**src/rtl/sbst_pkg.sv**
```systemverilog
// sbst_pkg: shared constants and types of the boundary-scan test access port
package sbst_pkg;

    // ==========================================================
    // register lengths
    localparam int IR_LEN = 3;
    localparam int ID_LEN = 32;
    localparam int BSR_LEN = 107;
    localparam int MEM_Q_WIDTH = 36;

    // ==========================================================
    // instruction codes
    localparam logic [2:0] INS_EXTEST = 3'h0;
    localparam logic [2:0] INS_IDCODE = 3'h1;
    localparam logic [2:0] INS_SAMPLE_Z = 3'h2;
    localparam logic [2:0] INS_SAMPLE = 3'h4;
    localparam logic [2:0] INS_BYPASS = 3'h7;
    // fixed pattern loaded into the instruction register at capture
    localparam logic [2:0] IR_CAPTURE_VAL = 3'h1;

    // ==========================================================
    // identification register fields
    localparam int ID_REV_MSB = 31;
    localparam int ID_REV_LSB = 29;
    localparam int ID_PART_MSB = 28;
    localparam int ID_PART_LSB = 12;
    localparam int ID_VEND_MSB = 11;
    localparam int ID_VEND_LSB = 1;
    localparam int ID_PRESENT_BIT = 0;
    localparam logic ID_PRESENT_VAL = 1'b1;

    // ==========================================================
    // reset values
    localparam logic [2:0] IR_RESET_VAL = 3'h1;
    localparam logic BYPASS_RESET_VAL = 1'b0;
    localparam logic PIN_IDLE_VAL = 1'b1;
    localparam int SYNC_STAGES = 2;

    // ==========================================================
    // tap controller states, standard encoding
    typedef enum logic [3:0] {
        TAP_EXIT2_DR = 4'b0000,
        TAP_EXIT1_DR = 4'b0001,
        TAP_SHIFT_DR = 4'b0010,
        TAP_PAUSE_DR = 4'b0011,
        TAP_SELECT_IR = 4'b0100,
        TAP_UPDATE_DR = 4'b0101,
        TAP_CAPTURE_DR = 4'b0110,
        TAP_SELECT_DR = 4'b0111,
        TAP_EXIT2_IR = 4'b1000,
        TAP_EXIT1_IR = 4'b1001,
        TAP_SHIFT_IR = 4'b1010,
        TAP_PAUSE_IR = 4'b1011,
        TAP_IDLE = 4'b1100,
        TAP_UPDATE_IR = 4'b1101,
        TAP_CAPTURE_IR = 4'b1110,
        TAP_RESET = 4'b1111
    } sbst_state_e;

endpackage

```
**src/rtl/sbst_tap.sv**
```systemverilog
// sbst_tap: boundary-scan test access port of the synchronous memory
module sbst_tap #(
    parameter int BSR_LEN = sbst_pkg::BSR_LEN,
    parameter int Q_WIDTH = sbst_pkg::MEM_Q_WIDTH,
    parameter logic [2:0] ID_REVISION = 3'h5, // arbitrary value
    parameter logic [16:0] ID_PART = 17'h0a5c, // arbitrary value
    parameter logic [10:0] ID_VENDOR = 11'h2b5 // arbitrary value
) (
    input wire logic clk,
    input wire logic reset,
    input wire logic ce,
    input wire logic tck_pin,
    input wire logic tms_pin,
    input wire logic tdi_pin,
    output logic tdo_out,
    output logic tdo_oe,
    input wire logic [BSR_LEN-1:0] pins_in,
    output logic [BSR_LEN-1:0] bsr_drive,
    output logic extest_active,
    input wire logic [Q_WIDTH-1:0] core_q_oe,
    output logic [Q_WIDTH-1:0] mem_q_oe
);

    // ==========================================================
    // pin synchronisers
    logic tck_s;
    logic tms_s;
    logic tdi_s;
    logic [BSR_LEN-1:0] pins_s;
    logic tck_prev_reg;
    logic tck_rise;
    logic tck_fall;

    // tck idles low (tied low when unused); its flops start low so release makes no edge
    sbst_sync #(.WIDTH(1), .RESET_VAL(1'b0)) u_tck_sync (
        .clk(clk),
        .reset(reset),
        .ce(ce),
        .async_in(tck_pin),
        .sync_out(tck_s)
    );

    // undriven tms/tdi pads carry pull-ups; sync flops idle high too
    sbst_sync #(.WIDTH(2), .RESET_VAL(sbst_pkg::PIN_IDLE_VAL)) u_ctl_sync (
        .clk(clk),
        .reset(reset),
        .ce(ce),
        .async_in({tms_pin, tdi_pin}),
        .sync_out({tms_s, tdi_s})
    );

    sbst_sync #(.WIDTH(BSR_LEN), .RESET_VAL(1'b0)) u_pin_sync (
        .clk(clk),
        .reset(reset),
        .ce(ce),
        .async_in(pins_in),
        .sync_out(pins_s)
    );

    // edge finder on the synchronised test clock; starts low like a tied tck
    always_ff @(posedge clk or posedge reset) begin
        if (reset) begin
            tck_prev_reg <= 1'b0;
        end else if (ce) begin
            tck_prev_reg <= tck_s;
        end
    end

    assign tck_rise = ce & tck_s & ~tck_prev_reg;
    assign tck_fall = ce & ~tck_s & tck_prev_reg;

    // ==========================================================
    // controller state machine
    sbst_pkg::sbst_state_e state_reg;
    sbst_pkg::sbst_state_e state_next;

    always_comb begin
        state_next = state_reg;
        case (state_reg)
            sbst_pkg::TAP_RESET: state_next = tms_s ? sbst_pkg::TAP_RESET : sbst_pkg::TAP_IDLE;
            sbst_pkg::TAP_IDLE: state_next = tms_s ? sbst_pkg::TAP_SELECT_DR : sbst_pkg::TAP_IDLE;
            sbst_pkg::TAP_SELECT_DR: begin
                state_next = tms_s ? sbst_pkg::TAP_SELECT_IR : sbst_pkg::TAP_CAPTURE_DR;
            end
            sbst_pkg::TAP_CAPTURE_DR: begin
                state_next = tms_s ? sbst_pkg::TAP_EXIT1_DR : sbst_pkg::TAP_SHIFT_DR;
            end
            sbst_pkg::TAP_SHIFT_DR: begin
                state_next = tms_s ? sbst_pkg::TAP_EXIT1_DR : sbst_pkg::TAP_SHIFT_DR;
            end
            sbst_pkg::TAP_EXIT1_DR: begin
                state_next = tms_s ? sbst_pkg::TAP_UPDATE_DR : sbst_pkg::TAP_PAUSE_DR;
            end
            sbst_pkg::TAP_PAUSE_DR: begin
                state_next = tms_s ? sbst_pkg::TAP_EXIT2_DR : sbst_pkg::TAP_PAUSE_DR;
            end
            sbst_pkg::TAP_EXIT2_DR: begin
                state_next = tms_s ? sbst_pkg::TAP_UPDATE_DR : sbst_pkg::TAP_SHIFT_DR;
            end
            sbst_pkg::TAP_UPDATE_DR: begin
                state_next = tms_s ? sbst_pkg::TAP_SELECT_DR : sbst_pkg::TAP_IDLE;
            end
            sbst_pkg::TAP_SELECT_IR: begin
                state_next = tms_s ? sbst_pkg::TAP_RESET : sbst_pkg::TAP_CAPTURE_IR;
            end
            sbst_pkg::TAP_CAPTURE_IR: begin
                state_next = tms_s ? sbst_pkg::TAP_EXIT1_IR : sbst_pkg::TAP_SHIFT_IR;
            end
            sbst_pkg::TAP_SHIFT_IR: begin
                state_next = tms_s ? sbst_pkg::TAP_EXIT1_IR : sbst_pkg::TAP_SHIFT_IR;
            end
            sbst_pkg::TAP_EXIT1_IR: begin
                state_next = tms_s ? sbst_pkg::TAP_UPDATE_IR : sbst_pkg::TAP_PAUSE_IR;
            end
            sbst_pkg::TAP_PAUSE_IR: begin
                state_next = tms_s ? sbst_pkg::TAP_EXIT2_IR : sbst_pkg::TAP_PAUSE_IR;
            end
            sbst_pkg::TAP_EXIT2_IR: begin
                state_next = tms_s ? sbst_pkg::TAP_UPDATE_IR : sbst_pkg::TAP_SHIFT_IR;
            end
            sbst_pkg::TAP_UPDATE_IR: begin
                state_next = tms_s ? sbst_pkg::TAP_SELECT_DR : sbst_pkg::TAP_IDLE;
            end
            default: state_next = sbst_pkg::TAP_RESET;
        endcase
    end

    // power-up reset lands in test-logic-reset; no separate test reset pin
    always_ff @(posedge clk or posedge reset) begin
        if (reset) begin
            state_reg <= sbst_pkg::TAP_RESET;
        end else if (tck_rise) begin
            state_reg <= state_next;
        end
    end

    // ==========================================================
    // instruction register and decode
    logic [2:0] ir_shift_reg;
    logic [2:0] ir_reg;
    logic sel_id;
    logic sel_bsr;

    always_ff @(posedge clk or posedge reset) begin
        if (reset) begin
            ir_shift_reg <= sbst_pkg::IR_RESET_VAL;
        end else if (tck_rise) begin
            if (state_reg == sbst_pkg::TAP_CAPTURE_IR) begin
                ir_shift_reg <= sbst_pkg::IR_CAPTURE_VAL;
            end else if (state_reg == sbst_pkg::TAP_SHIFT_IR) begin
                ir_shift_reg <= {tdi_s, ir_shift_reg[2:1]};
            end
        end
    end

    always_ff @(posedge clk or posedge reset) begin
        if (reset) begin
            ir_reg <= sbst_pkg::IR_RESET_VAL;
        end else if (tck_rise) begin
            if (state_next == sbst_pkg::TAP_RESET) begin
                ir_reg <= sbst_pkg::IR_RESET_VAL;
            end else if (state_reg == sbst_pkg::TAP_UPDATE_IR) begin
                ir_reg <= ir_shift_reg;
            end
        end
    end

    // reserved codes fall through to bypass, the safe single-bit path
    always_comb begin
        sel_id = 1'b0;
        sel_bsr = 1'b0;
        case (ir_reg)
            sbst_pkg::INS_IDCODE: sel_id = 1'b1;
            sbst_pkg::INS_EXTEST: sel_bsr = 1'b1;
            sbst_pkg::INS_SAMPLE_Z: sel_bsr = 1'b1;
            sbst_pkg::INS_SAMPLE: sel_bsr = 1'b1;
            default: sel_bsr = 1'b0;
        endcase
    end

    // ==========================================================
    // data registers
    logic bypass_reg;
    logic [sbst_pkg::ID_LEN-1:0] id_reg;
    logic [sbst_pkg::ID_LEN-1:0] id_value;
    logic [BSR_LEN-1:0] bsr_reg;
    logic cap_dr;
    logic shift_dr;

    assign id_value = {ID_REVISION, ID_PART, ID_VENDOR, sbst_pkg::ID_PRESENT_VAL};
    assign cap_dr = tck_rise & (state_reg == sbst_pkg::TAP_CAPTURE_DR);
    assign shift_dr = tck_rise & (state_reg == sbst_pkg::TAP_SHIFT_DR);

    // bypass clears at capture and on a bypass update-ir, takes tdi only in shift, so it keeps the last tdi bit afterwards
    always_ff @(posedge clk or posedge reset) begin
        if (reset) begin
            bypass_reg <= sbst_pkg::BYPASS_RESET_VAL;
        end else if (tck_rise && state_reg == sbst_pkg::TAP_UPDATE_IR
                     && ir_shift_reg == sbst_pkg::INS_BYPASS) begin
            bypass_reg <= sbst_pkg::BYPASS_RESET_VAL;
        end else if (cap_dr && !sel_id && !sel_bsr) begin
            bypass_reg <= sbst_pkg::BYPASS_RESET_VAL;
        end else if (shift_dr && !sel_id && !sel_bsr) begin
            bypass_reg <= tdi_s;
        end
    end

    // tdi enters the top stage, bit 0 leaves first
    always_ff @(posedge clk or posedge reset) begin
        if (reset) begin
            id_reg <= '0;
        end else if (cap_dr && sel_id) begin
            id_reg <= id_value;
        end else if (shift_dr && sel_id) begin
            id_reg <= {tdi_s, id_reg[sbst_pkg::ID_LEN-1:1]};
        end
    end

    // boundary chain: capture all pins, then shift between tdi and tdo
    always_ff @(posedge clk or posedge reset) begin
        if (reset) begin
            bsr_reg <= '0;
        end else if (cap_dr && sel_bsr) begin
            bsr_reg <= pins_s;
        end else if (shift_dr && sel_bsr) begin
            bsr_reg <= {tdi_s, bsr_reg[BSR_LEN-1:1]};
        end
    end

    // preload lands in the drive latches on update
    always_ff @(posedge clk or posedge reset) begin
        if (reset) begin
            bsr_drive <= '0;
        end else if (tck_rise && state_reg == sbst_pkg::TAP_UPDATE_DR && sel_bsr) begin
            bsr_drive <= bsr_reg;
        end
    end

    // ==========================================================
    // pin control
    logic hold_hiz;

    assign hold_hiz = (ir_reg == sbst_pkg::INS_SAMPLE_Z);
    assign extest_active = (ir_reg == sbst_pkg::INS_EXTEST);
    // sample-z kills every data driver; sample/preload leaves them alone
    assign mem_q_oe = hold_hiz ? '0 : core_q_oe;

    // ==========================================================
    // test data output, moved only on falling tck
    logic tdo_bit;
    logic in_shift;

    assign in_shift = (state_reg == sbst_pkg::TAP_SHIFT_DR)
                      || (state_reg == sbst_pkg::TAP_SHIFT_IR);

    always_comb begin
        if (state_reg == sbst_pkg::TAP_SHIFT_IR) begin
            tdo_bit = ir_shift_reg[0];
        end else if (sel_id) begin
            tdo_bit = id_reg[0];
        end else if (sel_bsr) begin
            tdo_bit = bsr_reg[0];
        end else begin
            tdo_bit = bypass_reg;
        end
    end

    always_ff @(posedge clk or posedge reset) begin
        if (reset) begin
            tdo_out <= 1'b0;
            tdo_oe <= 1'b0;
        end else if (tck_fall) begin
            tdo_out <= in_shift ? tdo_bit : 1'b0;
            tdo_oe <= in_shift;
        end
    end

    // ==========================================================
    // checks
    sample_z_hiz_a: assert property (@(posedge clk) disable iff (reset)
        (ir_reg == sbst_pkg::INS_SAMPLE_Z) |-> (mem_q_oe == '0))
        else $error("data outputs driven during sample-z");

    sample_drive_a: assert property (@(posedge clk) disable iff (reset)
        (ir_reg == sbst_pkg::INS_SAMPLE) |-> (mem_q_oe == core_q_oe))
        else $error("data outputs disturbed during sample/preload");

    bsr_capture_a: assert property (@(posedge clk) disable iff (reset)
        (cap_dr && ir_reg == sbst_pkg::INS_SAMPLE_Z) |=> (bsr_reg == $past(pins_s)))
        else $error("boundary capture missed pin values");

    id_capture_a: assert property (@(posedge clk) disable iff (reset)
        (cap_dr && ir_reg == sbst_pkg::INS_IDCODE) |=> (id_reg[0] == 1'b1)
        && (id_reg[31:29] == ID_REVISION) && (id_reg[11:1] == ID_VENDOR))
        else $error("id capture value wrong");

    id_shift_a: assert property (@(posedge clk) disable iff (reset)
        (shift_dr && ir_reg == sbst_pkg::INS_IDCODE)
        |=> (id_reg[31] == $past(tdi_s)) && (id_reg[30:0] == $past(id_reg[31:1])))
        else $error("id register did not shift tdi in");

    bypass_clear_a: assert property (@(posedge clk) disable iff (reset)
        (tck_rise && state_reg == sbst_pkg::TAP_UPDATE_IR && ir_shift_reg == 3'h7)
        |=> (bypass_reg == 1'b0) && (ir_reg == 3'h7))
        else $error("bypass not cleared on activation");

    bypass_hold_a: assert property (@(posedge clk) disable iff (reset)
        (state_reg == sbst_pkg::TAP_EXIT1_DR) |=> $stable(bypass_reg))
        else $error("bypass lost its bit after shift");

    tlr_ir_a: assert property (@(posedge clk) disable iff (reset)
        (state_reg == sbst_pkg::TAP_RESET) |-> (ir_reg == sbst_pkg::INS_IDCODE))
        else $error("instruction not reset in test-logic-reset");

    tdo_fall_a: assert property (@(posedge clk) disable iff (reset)
        $changed(tdo_oe) || $changed(tdo_out) |-> $past(tck_fall))
        else $error("tdo moved off a falling tck");

    tdo_bypass_a: assert property (@(posedge clk) disable iff (reset)
        (tck_fall && state_reg == sbst_pkg::TAP_SHIFT_DR && ir_reg == 3'h7)
        |=> tdo_oe && (tdo_out == $past(bypass_reg)))
        else $error("tdo does not show bypass in shift");

endmodule

```
**src/rtl/sbst_sync.sv**
```systemverilog
// sbst_sync: two-stage synchroniser for a group of pin inputs
module sbst_sync #(
    parameter int WIDTH = 1,
    parameter logic RESET_VAL = 1'b0
) (
    input wire logic clk,
    input wire logic reset,
    input wire logic ce,
    input wire logic [WIDTH-1:0] async_in,
    output logic [WIDTH-1:0] sync_out
);

    // ==========================================================
    // first stage is read only by the second stage
    logic [WIDTH-1:0] meta_reg;

    always_ff @(posedge clk or posedge reset) begin
        if (reset) begin
            meta_reg <= {WIDTH{RESET_VAL}};
            sync_out <= {WIDTH{RESET_VAL}};
        end else if (ce) begin
            meta_reg <= async_in;
            sync_out <= meta_reg;
        end
    end

endmodule

```
**config.mk**
```make
export PLATFORM = sky130hd
export DESIGN_NAME = sbst_tap
export DESIGN_NICKNAME = d
export VERILOG_FILES = /design/src/rtl/sbst_pkg.sv /design/src/rtl/sbst_tap.sv /design/src/rtl/sbst_sync.sv
export SDC_FILE = /design/constraint.sdc
export NUM_CORES = 1
export LEC_CHECK = 0
export BUFFER_PORTS_ARGS = -buffer_cell sky130_fd_sc_hd__buf_2
export CAP_MARGIN = 20
export CORE_ASPECT_RATIO = 1.75
export CORE_UTILIZATION = 26
export CTS_CLUSTER_DIAMETER = 30
export DETAILED_ROUTE_END_ITERATION = 7
export HOLD_SLACK_MARGIN = 0.02
export SYNTH_ARGS = -nofsm -noshare
export SYNTH_HDL_FRONTEND = slang
export SYNTH_SLANG_ARGS = --single-unit
```
**constraint.sdc**
```tcl
create_clock -name clk -period 17.4 [get_ports clk]
set_clock_uncertainty 0.15 [all_clocks]
set_input_delay 3.48 -clock clk [delete_from_list [all_inputs] [get_ports clk]]
set_output_delay 3.48 -clock clk [all_outputs]
set_load 0.1 [all_outputs]
```
# Yosys cells after proc, flatten, opt, wreduce, memory -nomap -nowiden
# Index checks and enable logic that the tools add are counted.
# Widths: inputs -> output; s select.
[totals]
reg_bits = 480
in_bits = 149
out_inout_bits = 146
word_cells = 103
[classes]
n_eq_ne = 20
mux = 31
bitwise_logic = 8
reduce_logical = 28
[op_table]
columns = ["operator", "n"]
rows = [
  ["$mux 107", 2],
  ["$mux 32", 2],
  ["$pmux 4 s12", 1],
  ["$eq 4x4->1 const B", 9],
  ["$mux 36", 1],
  ["$mux 3", 8],
  ["$eq 4x3->1 const B", 4],
  ["$logic_and 1x1->1", 12],
  ["$mux 2", 6],
  ["$mux 1", 10],
  ["$eq 4x2->1 const B", 2],
  ["$reduce_bool 2->1", 4],
  ["$and 1x1->1", 6],
  ["$eq 3x3->1 const B", 2],
  ["$reduce_or 3->1", 2],
  ["$eq 4x1->1 const B", 1],
  ["$logic_not 4->1", 1],
  ["$mux 4", 1],
  ["$reduce_and 2->1", 2],
  ["$reduce_or 2->1", 2],
  ["$eq 3x1->1 const B", 1],
  ["$eq 3x2->1 const B", 1],
  ["$logic_not 3->1", 1],
  ["$reduce_bool 3->1", 1],
  ["other kinds (3)", 5],
]

# Depth between registers and ports, before layout
[depth]
ltp_word = 8
ltp_mapped = 9
depth_no_buf = 4

# Cells and area by module
# A second synthesis with hierarchy kept.
[hier_totals]
cells_unflattened = 1424
hier_area_um2 = 20099.3
[by_module_without_submodules]
columns = ["mod", "n_inst", "cells_per_inst", "area_per_inst_um2", "seq_area_each_um2"]
rows = [
  ["sbst_tap", 1, 957, 11260.8, 6513.7],
  ["sbst_sync (u_pin_sync)", 1, 453, 8608.3, 5355.1],
  ["sbst_sync (u_ctl_sync)", 1, 9, 153.9, 105.1],
  ["sbst_sync (u_tck_sync)", 1, 5, 76.3, 50.0],
]

# Worst setup path before layout
# OpenSTA, ideal clock, no wires.
[synth_timing]
path_type = "input to output"
startpoint = "input port core_q_oe[11]"
endpoint = "output port mem_q_oe[11]"
arrival_time_ns = 4.814
t_required_ns = 13.770
slack_ns = 8.956
path_stages = 1
n_path_buf = 0
cell_sequence = "nor2b_1"
[synth_via]
elab_chain_len = 1
[synth_lines]
columns = ["element", "line_no", "source"]
rows = [
  ["start: declaration", "sbst_tap.sv:20", "input wire logic [Q_WIDTH-1:0] core_q_oe,"],
  ["$mux 36", "sbst_tap.sv:246", "assign mem_q_oe = hold_hiz ? '0 : core_q_oe;"],
  ["end: declaration", "sbst_tap.sv:21", "output logic [Q_WIDTH-1:0] mem_q_oe"],
]
# No other way between the ends.

# Final worst setup path
[layout_timing]
startpoint = "input port core_q_oe[3]"
endpoint = "output port mem_q_oe[3]"
# Same word-level chain as after synthesis.

==> reports/metrics.yaml <==
status: "finished clean"
dp.final_hpwl_um: 29110
htreeDepth: 3
final_common_cell: "dfrtp_1"
die_y_um: 363.8
final_cell_mix: "470 x dfrtp_1, 298 x mux2_2, 293 x buf_2, 114 x a21oi_1, 112 x nor2_1"
drt_wl_total_um: 45430
cts_tree: "built"
clock_sinks: 480
path_clk_slew_ns: 0.04
min_to: "id_reg[17]"
io_pins: 295
worstSetupEndpointType: "primary output"
drt_iter0_drc: 521
worst-path-max-fanout: 1
synth_xor_area_share_pct: 0
hold_depth: 2
fin_tns_setup_ns: 0
hold_start: "id_reg[17]"
core_area_mm2: 0.07399
grt_pass1_wl_um: 72530
start_kind: "primary input"
n_antenna_cell: 0
dieWidth_um: 208.7
clock.fmax_mhz: 127.2
synth.area.mux_share_pct: 25.13
crit_type: "primary input to primary output"
finalCritPeriodShare_pct: 45.19
r2r_slack_ns: 13.86
die-area_mm2: 0.07594
dr.pass1.iters: 4
slew_viol_final: 0
wire_per_inst_um: 16.55
final.setup.worst_slack_ns: 9.537
grt_pass1_vias: 13104
drc_errors: 0
vias: 12236
nets: 1880
ff2ff_path_depth: 6
crit_buf_inv: 2
arrival_ns: 4.23
rsz0062_at_grt: "no"
vias_per_cell: 4.456
crit_chain: "buf_2, nor2b_1, buf_2"
routabilityCongestion: 0.7612
slew_headroom_pct: 31.76
syn_area_mm2: 0.01945
hold_buffers: 0
hp-class: "flip-flop to flip-flop"
root_buffer: "clkbuf_16"
synth_compound_area_share_pct: 3.944
drv_cap: 0
cp_common_cell: "buf_2"
netlist_instances: 1423
p_per_area_mw_per_mm2: 172.0
initial_utilization_pct: 26.28
yosysWarnings: 0
setup-violations-final: 0
slowest_stage: "buf_2"
synth-seq-cells: 480
cp_top_family: "buffers and inverters"
layout.cells.non_filler: 2746
syn_nets: 1572
area_growth_pct: 28.48
drive_gt1_share_pct: 45.19
postCtsSetupRepairBufs: 0
grt_max_degree: 180
post_cts_resized: 0
antenna_found_initial: 5
cts.path.max_buffers: 3
fillers: 7340
hold_violations: 0
dp_cells: 2578
pre_cts_ws_ns: 9.536
io_buffer_count: 294
ir_drop_uv: 106.4
final_antenna_net_count: 0
worstSkewPairLatency_ns: 0.63
reg2reg_from: "state_reg[2]"
synth_area_per_cell_um2: 13.67
synth_cell_types: 40
synth-simple-area-share_pct: 6.537
cts_buffers: 89
timing.rr.end: "bsr_drive[83]"
synth_top_family_by_area: "multiplexers"
gr-total-overflow: 0
grt.total_usage_pct: 12.06
tightestPinTransition_ns: 1.024
cp.required_ns: 13.77
synth_adder_area_share_pct: 0.05147
slowest_delay_ns: 0.47
fin_crit_ns: 7.863
p_leak_nw: 12.35
yosysSeqAreaShare_pct: 61.83
final_util_pct: 33.77
placementRows: 132
## area by class of cell
type,count,area (um2),area share (%)
clock buffer,98,2311,9.249
clock inverter,70,913.4,3.655
inverter,3,18.77,0.07511
multi-input combinational,849,6943,27.79
sequential,480,12030,48.14
tap,938,1174,4.697
timing repair buffer,308,1599,6.400
## worst max path at each step
| stage | startpoint | end | depth (start not counted) | slack [ns] |
|---|---|---|---|---|
| CTS | core_q_oe[3] | mem_q_oe[3] | 3 | 9.53 |
| finish | core_q_oe[3] | mem_q_oe[3] | 3 | 9.54 |
| floorplan | reset | bsr_drive[0] | 1 | 0.39 |
| detailed placement | core_q_oe[3] | mem_q_oe[3] | 3 | 9.54 |
| global route | core_q_oe[3] | mem_q_oe[3] | 3 | 9.54 |
| global placement | core_q_oe[3] | mem_q_oe[3] | 3 | 9.54 |
## per-stage QoR
stage	power [mW]	cell area (um2)	hold slack (ns)
2_1_floorplan	2.280	19450	0.2834
3_3_place_gp	2.478	21760	0.2966
3_5_place_dp	2.508	21760	0.3046
4_1_cts	4.374	24990	0.3153
5_1_grt	4.512	24990	0.3438
6_report	4.297	24990	0.3108
## power breakdown
| group | switching [mW] | internal, mW |
|---|---|---|
| registers | 0.206 | 1.36 |
| logic | 0.607 | 0.302 |
| clock network | 0.645 | 1.18 |
## synthesized netlist by cell type
| cell type | n | area [um2] |
|---|---|---|
| mux2_4 | 30 | 450.4 |
| nand2b_1 | 1 | 6.260 |
| o21ai_0 | 24 | 120.1 |
| nor3b_1 | 3 | 22.52 |
| nand2_1 | 74 | 277.8 |
| a21oi_1 | 114 | 570.6 |
| nor3_1 | 5 | 25.02 |
| mux2i_1 | 108 | 1081 |
| nand3b_1 | 18 | 135.1 |
| maj3_1 | 1 | 10.01 |
| and2b_1 | 11 | 82.58 |
| inv_1 | 3 | 11.26 |
| o221ai_1 | 1 | 8.760 |
| nand3b_4 | 1 | 20.02 |
| nand4_1 | 1 | 6.260 |
| nor2_1 | 112 | 420.4 |
| a32o_1 | 2 | 20.02 |
| mux2_2 | 298 | 3356 |
| and4_1 | 2 | 17.52 |
| or3_1 | 1 | 6.260 |
| and3b_1 | 1 | 8.760 |
| buf_4 | 9 | 67.56 |
| dfstp_2 | 10 | 262.8 |
| o21a_1 | 1 | 7.510 |
| a221oi_1 | 1 | 8.760 |
| a22oi_1 | 1 | 7.510 |
| nor2b_1 | 28 | 175.2 |
| a211o_1 | 1 | 8.760 |
| and3_1 | 1 | 6.260 |
| nand2b_4 | 1 | 13.76 |
| buf_2 | 50 | 250.2 |
| a21o_1 | 1 | 7.510 |
| a211oi_1 | 1 | 7.510 |
| dfrtp_1 | 470 | 11760 |
| clkbuf_2 | 1 | 5.000 |
| clkbuf_1 | 26 | 97.59 |
| buf_6 | 5 | 56.30 |
| nand3_1 | 3 | 15.01 |
| nand4_4 | 1 | 21.27 |
| nor2_4 | 1 | 11.26 |
## worst reg2reg max path, stage by stage, from the launching register on
cell and delay (ns):
dfstp_4 0.74, nand2b_4 0.24, nor2_4 0.06, nand4_4 0.25
buf_4 0.83, buf_4 0.73, mux2_2 0.44
## cell families after synthesis
| logic type | Yosys count |
|---|---|
| and+or+nand+nor | 265 |
| AOI/OAI and AO/OA | 147 |
| muxes | 436 |
| buffers and inverters | 94 |
| adders and majority gates | 1 |
| DFF | 480 |
## metal layers
layer  GRT usage, %  up-vias  share of wire (%)
li1               -     5601                  -
met1          14.20     6172                 42
met4          5.421        8                2.7
met5              0        -               0.11
met2          20.01      359                 48
met3          3.808       96                6.9
(Power assumes the default switching activity.)
